--- src/logic/scdc_params.svh ---
// Purpose: Offsets, field positions, reset values and codes of the card control bank
// Assumes: Byte-wide configuration accesses
// Notes: Included by the top module and by the checker
`ifndef SCDC_PARAMS_SVH
`define SCDC_PARAMS_SVH

`define SCDC_OFS_CARD_CTRL 8'h91
`define SCDC_OFS_DEV_CTRL 8'h92

`define SCDC_CARD_CTRL_RESET 8'h00
`define SCDC_DEV_CTRL_RESET 8'h66

// Card control field positions
`define SCDC_CC_RING_EN 7
`define SCDC_CC_VID_FLOAT 6
`define SCDC_CC_PRIO 5
`define SCDC_CC_AUD_MUX 2
`define SCDC_CC_CARD_SPEAKER_EN 1
`define SCDC_CC_IRQ_FLAG 0

// Device control field positions
`define SCDC_DC_LOW_VOLT 6
`define SCDC_DC_DIAG 5
`define SCDC_DC_TEST 3
`define SCDC_DC_MODE_HI 2
`define SCDC_DC_MODE_LO 1
`define SCDC_DC_RSVD_TEST 0

// Multifunction terminal selections
`define SCDC_MF_AUDIO_PWM 4'h8
`define SCDC_MF_RING_OUT 4'hC

`endif

--- src/logic/scdc_pkg.sv ---
// Purpose: Types shared by the card control bank
// Assumes: Two socket functions, numbered 0 and 1
// Notes: Constants live in scdc_params.svh
package scdc_pkg;

   typedef enum logic [1:0] {
      SCDC_MODE_PAR_HOST = 2'b00,
      SCDC_MODE_PAR_IRQ = 2'b01,
      SCDC_MODE_SER_IRQ = 2'b10,
      SCDC_MODE_SER_ALL = 2'b11
   } scdc_irq_mode_type;

   typedef struct packed {
      logic fn;
      logic [7:0] offset;
      logic wr;
      logic rd;
      logic [7:0] wdata;
   } scdc_cfg_req_type;

   typedef struct packed {
      logic ack;
      logic [7:0] rdata;
   } scdc_cfg_rsp_type;

endpackage : scdc_pkg

--- src/logic/scdc_sync2.sv ---
// Purpose: Two-stage synchroniser for pin inputs
// Assumes: Inputs are asynchronous to clk_sys
// Notes: First stage feeds only the second
`timescale 1ns/10ps
module scdc_sync2 #(
   parameter int WIDTH = 1
) (
   input wire logic clk_sys,
   input wire logic rst_b,
   input wire logic [WIDTH-1:0] async_in,
   output logic [WIDTH-1:0] sync_out
);

   logic [WIDTH-1:0] meta_reg;

   always_ff @(posedge clk_sys) begin
      if (!rst_b) begin
         meta_reg <= '0;
         sync_out <= '0;
      end else begin
         meta_reg <= async_in;
         sync_out <= meta_reg;
      end
   end

endmodule : scdc_sync2

--- src/logic/scdc_irq_flag.sv ---
// Purpose: Sticky per-socket card interrupt flag
// Assumes: set_pulse and clear_pulse are on clk_sys
// Notes: A set in the clearing cycle wins
`timescale 1ns/10ps
module scdc_irq_flag (
   input wire logic clk_sys,
   input wire logic rst_b,
   input wire logic set_pulse,
   input wire logic clear_pulse,
   output logic flag_reg
);

   always_ff @(posedge clk_sys) begin
      if (!rst_b) begin
         flag_reg <= 1'b0;
      end else if (set_pulse) begin
         flag_reg <= 1'b1;
      end else if (clear_pulse) begin
         flag_reg <= 1'b0;
      end
   end

endmodule : scdc_irq_flag

--- src/logic/scdc_top.sv ---
// Purpose: Card control and device control configuration registers of a dual-socket bridge
// Assumes: Byte-wide configuration accesses on clk_sys; card pins asynchronous
// Notes: Ring enable, low-voltage and test bits are written through function 0 only, mode and diagnostic through either; all read from either
`timescale 1ns/10ps
`include "scdc_params.svh"

module scdc_top (
   input wire logic clk_sys,
   input wire logic rst_b,
   input scdc_pkg::scdc_cfg_req_type cfg_req,
   output scdc_pkg::scdc_cfg_rsp_type cfg_rsp,
   input wire logic [1:0] card_irq_pin,
   input wire logic [1:0] card_audio_in,
   input wire logic [1:0] card_speaker,
   input wire logic ring_indicate_src,
   input wire logic ring_pme_select,
   input wire logic [3:0] multifunction_terminal_2,
   input wire logic [3:0] multifunction_terminal_4,
   output logic ring_indicate_output,
   output logic ring_indicate_output_oe,
   output logic multifunction_terminal_2_out,
   output logic multifunction_terminal_2_oe,
   output logic mfunc4_out,
   output logic mfunc4_oe,
   output logic speaker_output,
   output logic speaker_output_oe,
   output logic [1:0] video_port_float,
   output logic video_select_socket0_b,
   output logic video_select_socket1_b,
   output logic low_volt_socket_force,
   output scdc_pkg::scdc_irq_mode_type irq_signaling_select,
   output logic legacy_io_diag_bit,
   output logic vendor_test_bit,
   output logic test_reserved_bit
);
   import scdc_pkg::*;

   // Reset words, split into their fields below
   localparam logic [7:0] CC_RESET = `SCDC_CARD_CTRL_RESET;
   localparam logic [7:0] DC_RESET = `SCDC_DEV_CTRL_RESET;

   // Per-function card control copies
   logic [1:0] video_float_reg;
   logic [1:0] prio_reg;
   logic [1:0] card_audio_to_mux_reg;
   logic [1:0] speaker_route_enable_reg;
   logic [1:0] card_irq_flag;

   // Global bits
   logic ring_out_enable_reg;
   logic low_volt_reg;
   logic diag_reg;
   logic test_reg;
   logic rsvd_test_reg;
   scdc_irq_mode_type mode_reg;

   // Synchronised pins
   logic [1:0] irq_sync;
   logic [1:0] audio_sync;
   logic [1:0] speaker_sync;
   logic ring_sync;
   logic [1:0] irq_last_reg;
   logic [1:0] irq_rise;

   // Decoded accesses
   logic hit_card;
   logic hit_dev;
   logic wr_card;
   logic wr_dev;
   logic fn0_access;
   logic [1:0] flag_clear;

   logic [7:0] card_view;
   logic [7:0] dev_view;
   logic [7:0] rdata_next;

   // Routing intermediates
   logic ring_gated;
   logic audio_pick;
   logic audio_any;
   logic speaker_mix;
   logic both_video;
   logic sel0_next;
   logic sel1_next;

   scdc_sync2 #(
      .WIDTH(7)
   ) u_pin_sync (
      .clk_sys(clk_sys),
      .rst_b(rst_b),
      .async_in({ring_indicate_src, card_speaker, card_audio_in, card_irq_pin}),
      .sync_out({ring_sync, speaker_sync, audio_sync, irq_sync})
   );

   assign hit_card = cfg_req.offset == `SCDC_OFS_CARD_CTRL;
   assign hit_dev = cfg_req.offset == `SCDC_OFS_DEV_CTRL;
   assign wr_card = cfg_req.wr && hit_card;
   assign wr_dev = cfg_req.wr && hit_dev;
   assign fn0_access = !cfg_req.fn;

   // Interrupt edge detect on the synchronised level
   always_ff @(posedge clk_sys) begin
      if (!rst_b) begin
         irq_last_reg <= 2'h0;
      end else begin
         irq_last_reg <= irq_sync;
      end
   end

   assign irq_rise = irq_sync & ~irq_last_reg;

   genvar gi;
   generate
      for (gi = 0; gi < 2; gi++) begin : g_sock
         // Write of 1 to the flag bit of this function clears it
         assign flag_clear[gi] = wr_card && (cfg_req.fn == 1'(gi)) &&
            cfg_req.wdata[`SCDC_CC_IRQ_FLAG];

         scdc_irq_flag u_flag (
            .clk_sys(clk_sys),
            .rst_b(rst_b),
            .set_pulse(irq_rise[gi]),
            .clear_pulse(flag_clear[gi]),
            .flag_reg(card_irq_flag[gi])
         );
      end
   endgenerate

   // Per-function copies of card control
   always_ff @(posedge clk_sys) begin
      if (!rst_b) begin
         video_float_reg <= 2'h0;
         prio_reg <= 2'h0;
         card_audio_to_mux_reg <= 2'h0;
         speaker_route_enable_reg <= 2'h0;
      end else if (wr_card) begin
         video_float_reg[cfg_req.fn] <= cfg_req.wdata[`SCDC_CC_VID_FLOAT];
         prio_reg[cfg_req.fn] <= cfg_req.wdata[`SCDC_CC_PRIO];
         card_audio_to_mux_reg[cfg_req.fn] <= cfg_req.wdata[`SCDC_CC_AUD_MUX];
         speaker_route_enable_reg[cfg_req.fn] <= cfg_req.wdata[`SCDC_CC_CARD_SPEAKER_EN];
      end
   end

   // Shared ring enable; function 1 writes leave it alone
   always_ff @(posedge clk_sys) begin
      if (!rst_b) begin
         ring_out_enable_reg <= CC_RESET[`SCDC_CC_RING_EN];
      end else if (wr_card && fn0_access) begin
         ring_out_enable_reg <= cfg_req.wdata[`SCDC_CC_RING_EN];
      end
   end

   // Global device control bits held only by function 0
   always_ff @(posedge clk_sys) begin
      if (!rst_b) begin
         low_volt_reg <= DC_RESET[`SCDC_DC_LOW_VOLT];
         test_reg <= DC_RESET[`SCDC_DC_TEST];
         rsvd_test_reg <= DC_RESET[`SCDC_DC_RSVD_TEST];
      end else if (wr_dev && fn0_access) begin
         low_volt_reg <= cfg_req.wdata[`SCDC_DC_LOW_VOLT];
         test_reg <= cfg_req.wdata[`SCDC_DC_TEST];
         rsvd_test_reg <= cfg_req.wdata[`SCDC_DC_RSVD_TEST];
      end
   end

   // Mode and diagnostic are one copy, writable through either function
   always_ff @(posedge clk_sys) begin
      if (!rst_b) begin
         diag_reg <= DC_RESET[`SCDC_DC_DIAG];
         mode_reg <= scdc_irq_mode_type'(DC_RESET[`SCDC_DC_MODE_HI:`SCDC_DC_MODE_LO]);
      end else if (wr_dev) begin
         diag_reg <= cfg_req.wdata[`SCDC_DC_DIAG];
         mode_reg <= scdc_irq_mode_type'(
            cfg_req.wdata[`SCDC_DC_MODE_HI:`SCDC_DC_MODE_LO]);
      end
   end

   // Read views; reserved bits tie to zero
   always_comb begin
      card_view = 8'h00;
      card_view[`SCDC_CC_RING_EN] = ring_out_enable_reg;
      card_view[`SCDC_CC_VID_FLOAT] = video_float_reg[cfg_req.fn];
      card_view[`SCDC_CC_PRIO] = prio_reg[cfg_req.fn];
      card_view[`SCDC_CC_AUD_MUX] = card_audio_to_mux_reg[cfg_req.fn];
      card_view[`SCDC_CC_CARD_SPEAKER_EN] = speaker_route_enable_reg[cfg_req.fn];
      card_view[`SCDC_CC_IRQ_FLAG] = card_irq_flag[cfg_req.fn];
   end

   always_comb begin
      dev_view = 8'h00;
      dev_view[`SCDC_DC_LOW_VOLT] = low_volt_reg;
      dev_view[`SCDC_DC_DIAG] = diag_reg;
      dev_view[`SCDC_DC_TEST] = test_reg;
      dev_view[`SCDC_DC_MODE_HI:`SCDC_DC_MODE_LO] = mode_reg;
      dev_view[`SCDC_DC_RSVD_TEST] = rsvd_test_reg;
   end

   always_comb begin
      rdata_next = 8'h00;
      if (cfg_req.rd && hit_card) begin
         rdata_next = card_view;
      end else if (cfg_req.rd && hit_dev) begin
         rdata_next = dev_view;
      end
   end

   // Every access is answered one cycle later; unmapped reads give zero
   always_ff @(posedge clk_sys) begin
      if (!rst_b) begin
         cfg_rsp <= '0;
      end else begin
         cfg_rsp.ack <= cfg_req.rd || cfg_req.wr;
         cfg_rsp.rdata <= rdata_next;
      end
   end

   // Ring indicate routing
   assign ring_gated = ring_out_enable_reg && ring_sync;

   // Socket 0 audio wins when both functions route audio
   always_comb begin
      audio_pick = 1'b0;
      audio_any = |card_audio_to_mux_reg;
      if (card_audio_to_mux_reg[0]) begin
         audio_pick = audio_sync[0];
      end else if (card_audio_to_mux_reg[1]) begin
         audio_pick = audio_sync[1];
      end
   end

   assign speaker_mix = (speaker_sync[0] && speaker_route_enable_reg[0]) ^
      (speaker_sync[1] && speaker_route_enable_reg[1]);

   // Video select, low active; contention resolved by function 0 priority bit
   assign both_video = &video_float_reg;
   always_comb begin
      sel0_next = video_float_reg[0];
      sel1_next = video_float_reg[1];
      if (both_video) begin
         sel0_next = !prio_reg[0];
         sel1_next = prio_reg[0];
      end
   end

   // Pin drivers registered so outputs come from flip-flops
   always_ff @(posedge clk_sys) begin
      if (!rst_b) begin
         ring_indicate_output <= 1'b0;
         ring_indicate_output_oe <= 1'b0;
      end else begin
         ring_indicate_output <= ring_gated && !ring_pme_select;
         ring_indicate_output_oe <= ring_out_enable_reg && !ring_pme_select;
      end
   end

   always_ff @(posedge clk_sys) begin
      if (!rst_b) begin
         multifunction_terminal_2_out <= 1'b0;
         multifunction_terminal_2_oe <= 1'b0;
      end else begin
         case (multifunction_terminal_2)
            `SCDC_MF_AUDIO_PWM: begin
               multifunction_terminal_2_out <= audio_pick;
               multifunction_terminal_2_oe <= audio_any;
            end
            `SCDC_MF_RING_OUT: begin
               multifunction_terminal_2_out <= ring_gated;
               multifunction_terminal_2_oe <= ring_out_enable_reg;
            end
            default: begin
               multifunction_terminal_2_out <= 1'b0;
               multifunction_terminal_2_oe <= 1'b0;
            end
         endcase
      end
   end

   always_ff @(posedge clk_sys) begin
      if (!rst_b) begin
         mfunc4_out <= 1'b0;
         mfunc4_oe <= 1'b0;
      end else begin
         case (multifunction_terminal_4)
            `SCDC_MF_AUDIO_PWM: begin
               mfunc4_out <= audio_pick;
               mfunc4_oe <= audio_any;
            end
            `SCDC_MF_RING_OUT: begin
               mfunc4_out <= ring_gated;
               mfunc4_oe <= ring_out_enable_reg;
            end
            default: begin
               mfunc4_out <= 1'b0;
               mfunc4_oe <= 1'b0;
            end
         endcase
      end
   end

   always_ff @(posedge clk_sys) begin
      if (!rst_b) begin
         speaker_output <= 1'b0;
         speaker_output_oe <= 1'b0;
      end else begin
         speaker_output <= speaker_mix;
         speaker_output_oe <= |speaker_route_enable_reg;
      end
   end

   always_ff @(posedge clk_sys) begin
      if (!rst_b) begin
         video_select_socket0_b <= 1'b1;
         video_select_socket1_b <= 1'b1;
      end else begin
         video_select_socket0_b <= !sel0_next;
         video_select_socket1_b <= !sel1_next;
      end
   end

   // Straight register views
   assign video_port_float = video_float_reg;
   assign low_volt_socket_force = low_volt_reg;
   assign irq_signaling_select = mode_reg;
   assign legacy_io_diag_bit = diag_reg;
   assign vendor_test_bit = test_reg;
   assign test_reserved_bit = rsvd_test_reg;

endmodule : scdc_top

--- config.mk ---
export PLATFORM = sky130hd
export DESIGN_NAME = scdc_top
export DESIGN_NICKNAME = d
export VERILOG_FILES = /design/src/logic/scdc_pkg.sv /design/src/logic/scdc_sync2.sv /design/src/logic/scdc_irq_flag.sv /design/src/logic/scdc_top.sv
export VERILOG_INCLUDE_DIRS = /design/src /design/src/logic
export SDC_FILE = /design/constraint.sdc
export NUM_CORES = 1
export LEC_CHECK = 0
export ABC_AREA = 1
export BUFFER_PORTS_ARGS = -buffer_cell sky130_fd_sc_hd__buf_2
export CAP_MARGIN = 20
export CORE_AREA = 2 2 70 72
export DETAILED_ROUTE_END_ITERATION = 10
export DIE_AREA = 0 0 72 74
export PLACE_DENSITY = 0.73
export SLEW_MARGIN = 15
export SYNTH_ARGS = -nofsm -noshare
export SYNTH_HDL_FRONTEND = slang
export SYNTH_SLANG_ARGS = --single-unit
export TNS_END_PERCENT = 5
--- constraint.sdc ---
create_clock -name clk_sys -period 0.9 [get_ports clk_sys]
set_input_delay 0.045 -clock clk_sys [delete_from_list [all_inputs] [get_ports clk_sys]]
set_output_delay 0.045 -clock clk_sys [all_outputs]
set_load 0.01 [all_outputs]
-- Yosys cells after proc, flatten, opt, wreduce, memory -nomap -nowiden
Cells that the tools add are included.
- input port bits: 37
- flip-flop bits (word level): 52
- output and inout bits: 27
- word-level logic and storage cells: 102
- eq/ne operators: 6
- order comparisons: 2
- mux-type cells: 30
- reductions and logical operators: 29
- bitwise gates (word level): 6
- operators by type and width (operator ; count):
    $mux 1 ; 19
    $eq 4x4->1 const B ; 4
    $eq 8x8->1 const B ; 2
    $logic_and 1x1->1 ; 16
    $bwmux 2 ; 4
    $mux 8 ; 1
    $pmux 1 s2 ; 4
    $mux 7 ; 1
    $reduce_or 2->1 ; 3
    $logic_not 1->1 ; 5
    $reduce_bool 2->1 ; 2
    $not 1->1 ; 3
    $reduce_or 3->1 ; 1
    $and 2x2->2 ; 1
    $lt 1x2->1 const B ; 1
    $not 2->2 ; 1
    $reduce_and 2->1 ; 1
    $demux 1 s1 ; 1
    $ge 1x1->1 const B ; 1
    $logic_or 1x1->1 ; 1
    $xor 1x1->1 ; 1

-- Logic depth before layout (Yosys ltp)
- depth after elaboration: 6
- depth in mapped cells: 8
- depth with buffers taken out: 7

-- Modules after synthesis
From an unflattened synthesis, not the netlist that was laid out.
- cell total of the unflattened synthesis: 286
- area total of the unflattened synthesis: 2165.8 um^2
- modules (own cells, without submodules) (module ; area each (um^2) ; cells an instance ; sequential area each (um^2) ; instances):
    scdc_top ; 1681.6 ; 231 ; 700.7 ; 1
    scdc_sync2 ; 396.6 ; 43 ; 280.3 ; 1
    scdc_irq_flag ; 43.8 ; 6 ; 20.0 ; 2

-- Worst setup path before layout
No wires, ideal clock.
- kind: reg2reg
- start: reg video_float_reg[0] (netlist: video_port_float[0])
- end: reg cfg_rsp[6] (netlist bit)
- data arrival time: 0.819 ns
- period minus slack after synthesis: 0.885 ns
- buffers on the path: 0
- data required time: 0.834 ns
- stages on the path, launching flop included: 5
- library setup time: 0.066 ns
- setup slack: 0.015 ns
- cells stage by stage: dfxtp_1 inv_1 o21ai_0 nand3_2 a21oi_2
- word-level cells in the longest chain between the ends: 3
- ends and longest elaborated chain (element ; line ; source):
    from (decl) ; scdc_top.sv:43 ; logic [1:0] video_float_reg;
    from (signal, indexed assignment) ; scdc_top.sv:137 ; video_float_reg[cfg_req.fn] <= cfg_req.wdata[`SCDC_CC_VID_FLOAT];
    $mux 1 (implied by the code) (2 in series) ; scdc_top.sv:182 ; card_view[`SCDC_CC_VID_FLOAT] = video_float_reg[cfg_req.fn];
    $mux 8 ; scdc_top.sv:200 ; if (cfg_req.rd && hit_card) begin
    to (decl) ; scdc_top.sv:11 ; output scdc_pkg::scdc_cfg_rsp_type cfg_rsp,
Every way passes these cells. The select of a mux whose other input is x is not followed.
A chain may end at the register's enable or synchronous reset.

-- Worst setup path after layout
- start: reg card_audio_to_mux_reg[0]
- end: reg mfunc4_oe
- word-level cells in the longest chain between the ends: 2
- ends and longest elaborated chain (element ; line ; source):
    from (decl) ; scdc_top.sv:45 ; logic [1:0] card_audio_to_mux_reg;
    from (signal, indexed assignment) ; scdc_top.sv:139 ; card_audio_to_mux_reg[cfg_req.fn] <= cfg_req.wdata[`SCDC_CC_AUD_MUX];
    $reduce_or 2->1 ; scdc_top.sv:223 ; audio_any = |card_audio_to_mux_reg;
    $pmux 1 s2 ; scdc_top.sv:283 ; case (multifunction_terminal_4)
    to (signal assigned) ; scdc_top.sv:286 ; mfunc4_oe <= audio_any;
    to (signal assigned) ; scdc_top.sv:290 ; mfunc4_oe <= ring_out_enable_reg;
    to (decl) ; scdc_top.sv:24 ; output logic mfunc4_oe,
Every way passes these cells.

==> results.toml <==
[global_route]
antenna_found_initial = 0
grt_pass1_vias = 1702
grt_max_degree = 29
gr-usage-all-layers_pct = 17.36
grt_pass1_wl_microns = 7231
grt_overflow_total = 0

[yosys]
synthesis.area_sq_um = 2086
synth_fp_nets = 310
synth.area.top_cells = "dfxtp_1 49%, nand2_1 12%, nor2_1 6.5%, inv_1 6.3%, nand4_1 4.8%"
synth_area_leader_cell = "dfxtp_1"
syn_inst = 273
synth-simple-area-share_pct = 34.37
synth_top_area_share_pct = 48.95
yosysSeqAreaShare_pct = 48.95
synth_xor_area_share_pct = 0
muxShareOfSynthArea_pct = 0
synth_top_family_by_area = "simple AND/OR/NAND/NOR gates"
synthAdderAreaFrac_pct = 0
ys_types = 24
synth_compound_area_share_pct = 5.939
synth-warning-count = 0
ys_ff_latch = 51
syn_area_per_cell_sq_um = 7.640

[place]
gp_congestion = 0.8104
dp_hpwl_microns = 3160
dp_slack_ns = -0.1478
io_buffers = 61

[setup_path]
path_class = "reg2reg"
startpoint_type = "flip-flop"
crit_path_max_fanout = 4
slowest_delay_ns = 0.33
critPathRequiredTime_ns = 1.08
end_kind = "flip-flop"
cp_slowest_cell = "dfxtp_2"
cp_cell_sequence = "buf_4 > o21ai_0 > a21oi_1"
critPathTopFamily = "flip-flops"
crit_buf_inv = 1
arrival_ns = 1.09

[final_layout]
final_common_cell = "nand2_1"
final_util_pct = 59.40
multi_input_area_sq_um = 859.6
fillers = 408
largest_register_ff_count = 8
syn2layout_area_growth_pct = 30.95
layout.nets = 386
drive_gt1_share_pct = 33.43
final_cell_mix = "66 x nand2_1, 59 x buf_2, 45 x dfxtp_1"
final-seq-area_sq_um = 1028
antenna_cells = 0

[floorplan]
rows = 25
initial_core_util_pct = 45.36
die_height_microns = 74
die_x_microns = 72
design.core.area_sq_um = 4598
pin_count = 64
dieArea_sq_um = 5328

[timing]
fmax_ghz = 1.095
finalHoldViolations = 0
setup_violations = 2
min_period_ns = 0.9136
period_share_pct = 101.5
skew_ns = 0.005109
slew_violations = 0
setup_ws_ns = -0.01358
rsz0062_at_grt = "yes"

[routing]
antenna_left = 0
firstDrtPassIters = 4
wl_per_cell_microns = 10.71
drt-total-wl_microns = 4326
vias = 1903
vias_per_cell = 4.710
drt_iter0_markers = 82
drcViolationCount = 0

[flow_run]
max_cap_violations = 0

[power]
combinationalPowerShare_pct = 7.6
leakage_nw = 1.382
swShare_pct = 20.45
p_sw_w = 0.0009133
power.share.clock_pct = 40.7
p_int_w = 0.003553
ir_drop_mv = 0.8466
sequentialPowerShare_pct = 51.7
power_density_nw_per_um2 = 1635

[clocking]
clock_latency_ns = 0.30
clock_sinks = 51
cts-root-buf = "clkbuf_8"
ctsHtreeMaxLevel = 2
clk_pin_slew_worst_paths_ns = 0.09
tritoncts = "yes"
post-cts-setup-buffer-count = 0
numCtsBuffers = 5
cts_buffer_depth = 2

[outcome]
status = "finished with violations"
violations = "negative setup slack"

[worst_hold_path]
hp-class = "in2reg"
cell usage after synthesis:
| cell | n |
|---|---|
| a21oi_1 | 5 |
| a21oi_2 | 5 |
| and2_1 | 1 |
| buf_1 | 1 |
| buf_12 | 1 |
| buf_2 | 7 |
| buf_4 | 2 |
| conb_1 | 1 |
| dfxtp_1 | 51 |
| inv_1 | 35 |
| inv_2 | 4 |
| nand2_1 | 67 |
| nand2_2 | 2 |
| nand3_1 | 13 |
| nand3_2 | 6 |
| nand4_1 | 16 |
| nor2_1 | 36 |
| nor2_2 | 6 |
| nor2_4 | 1 |
| nor2_8 | 1 |
| nor3_1 | 1 |
| o211ai_1 | 4 |
| o21ai_0 | 5 |
| or2_2 | 2 |
per-stage QoR:
stage / setup TNS [ns] / instances / instance area, sq um / hold WS [ns] / total power, W
global placement: -1.548 / 389 / 2487 / 0.2251 / 0.002664
finish: -0.01462 / 404 / 2731 / 0.02626 / 0.004466
global route: -0.1085 / 404 / 2731 / 0.02321 / 0.004647
floorplan: 0 / 273 / 2086 / 0.1317 / 0.002527
CTS: -0.07988 / 405 / 2700 / 0.02043 / 0.004515
detailed placement: -2.046 / 389 / 2487 / 0.2284 / 0.002673
worst min-delay path, delay by kind of cell:
family                 cells  cell delay (ns)
and+or+nand+nor            2             0.16
buffers and inverters      1             0.09
repair_timing:
| action | in CTS | in global routing |
|---|---|---|
| endpoints found under the hold margin | 8 | 0 |
| endpoints found under the setup margin | 4 | 9 |
| gates resized for setup | 1 | 15 |
| hold buffers | 8 | 0 |
| pin swaps | 1 | 2 |
path summary, 6_finish.rpt:
path	from	to	slack, ns	cells after the start
worst min-delay path	cfg_req[6]	low_volt_socket_force$_SDFFE_PN1P_	0.03	3
worst min register to register	u_pin_sync.meta_reg[3]$_SDFF_PN0_	u_pin_sync.sync_out[3]$_SDFF_PN0_	0.42	2
worst max-delay path	card_audio_to_mux_reg[0]$_SDFFE_PN0P_	mfunc4_oe$_SDFF_PN0_	-0.01	3
worst max register to register	card_audio_to_mux_reg[0]$_SDFFE_PN0P_	mfunc4_oe$_SDFF_PN0_	-0.01	3
routing by layer:
metal / track usage (%) / routed length (microns) / up-vias / part of all wire [%]
met5: 0 / 0 / - / 0
met4: 8.176 / 70 / 0 / 1.6
met3: 3.659 / 260 / 7 / 6.0
met2: 30.25 / 2088 / 54 / 48
met1: 20.59 / 1908 / 844 / 44
li1: - / - / 998 / -
cell type report:
cell class                 count  share of cell area, %
clock buffer                   6                  2.657
tap                           54                  2.474
timing repair buffer          80                  18.19
inverter                      39                  5.360
sequential                    51                  37.65
clock inverter                 2                  2.199
multi-input combinational    172                  31.47
power groups by stage:
stage               logic [W]  registers (W)  clock network, W
floorplan            0.000167        0.00236                 0
global placement     0.000304        0.00236                 0
detailed placement   0.000312        0.00236                 0
CTS                  0.000339        0.00231           0.00187
global route         0.000379        0.00231           0.00195
finish               0.000340        0.00231           0.00182
logic make-up after synthesis:
family,count (synthesis)
flip-flops,51
other,1
buffers and inverters,50
AND/OR/NAND/NOR,152
AO/OA/AOI/OAI,19
Power figures use the tool's default switching activity.
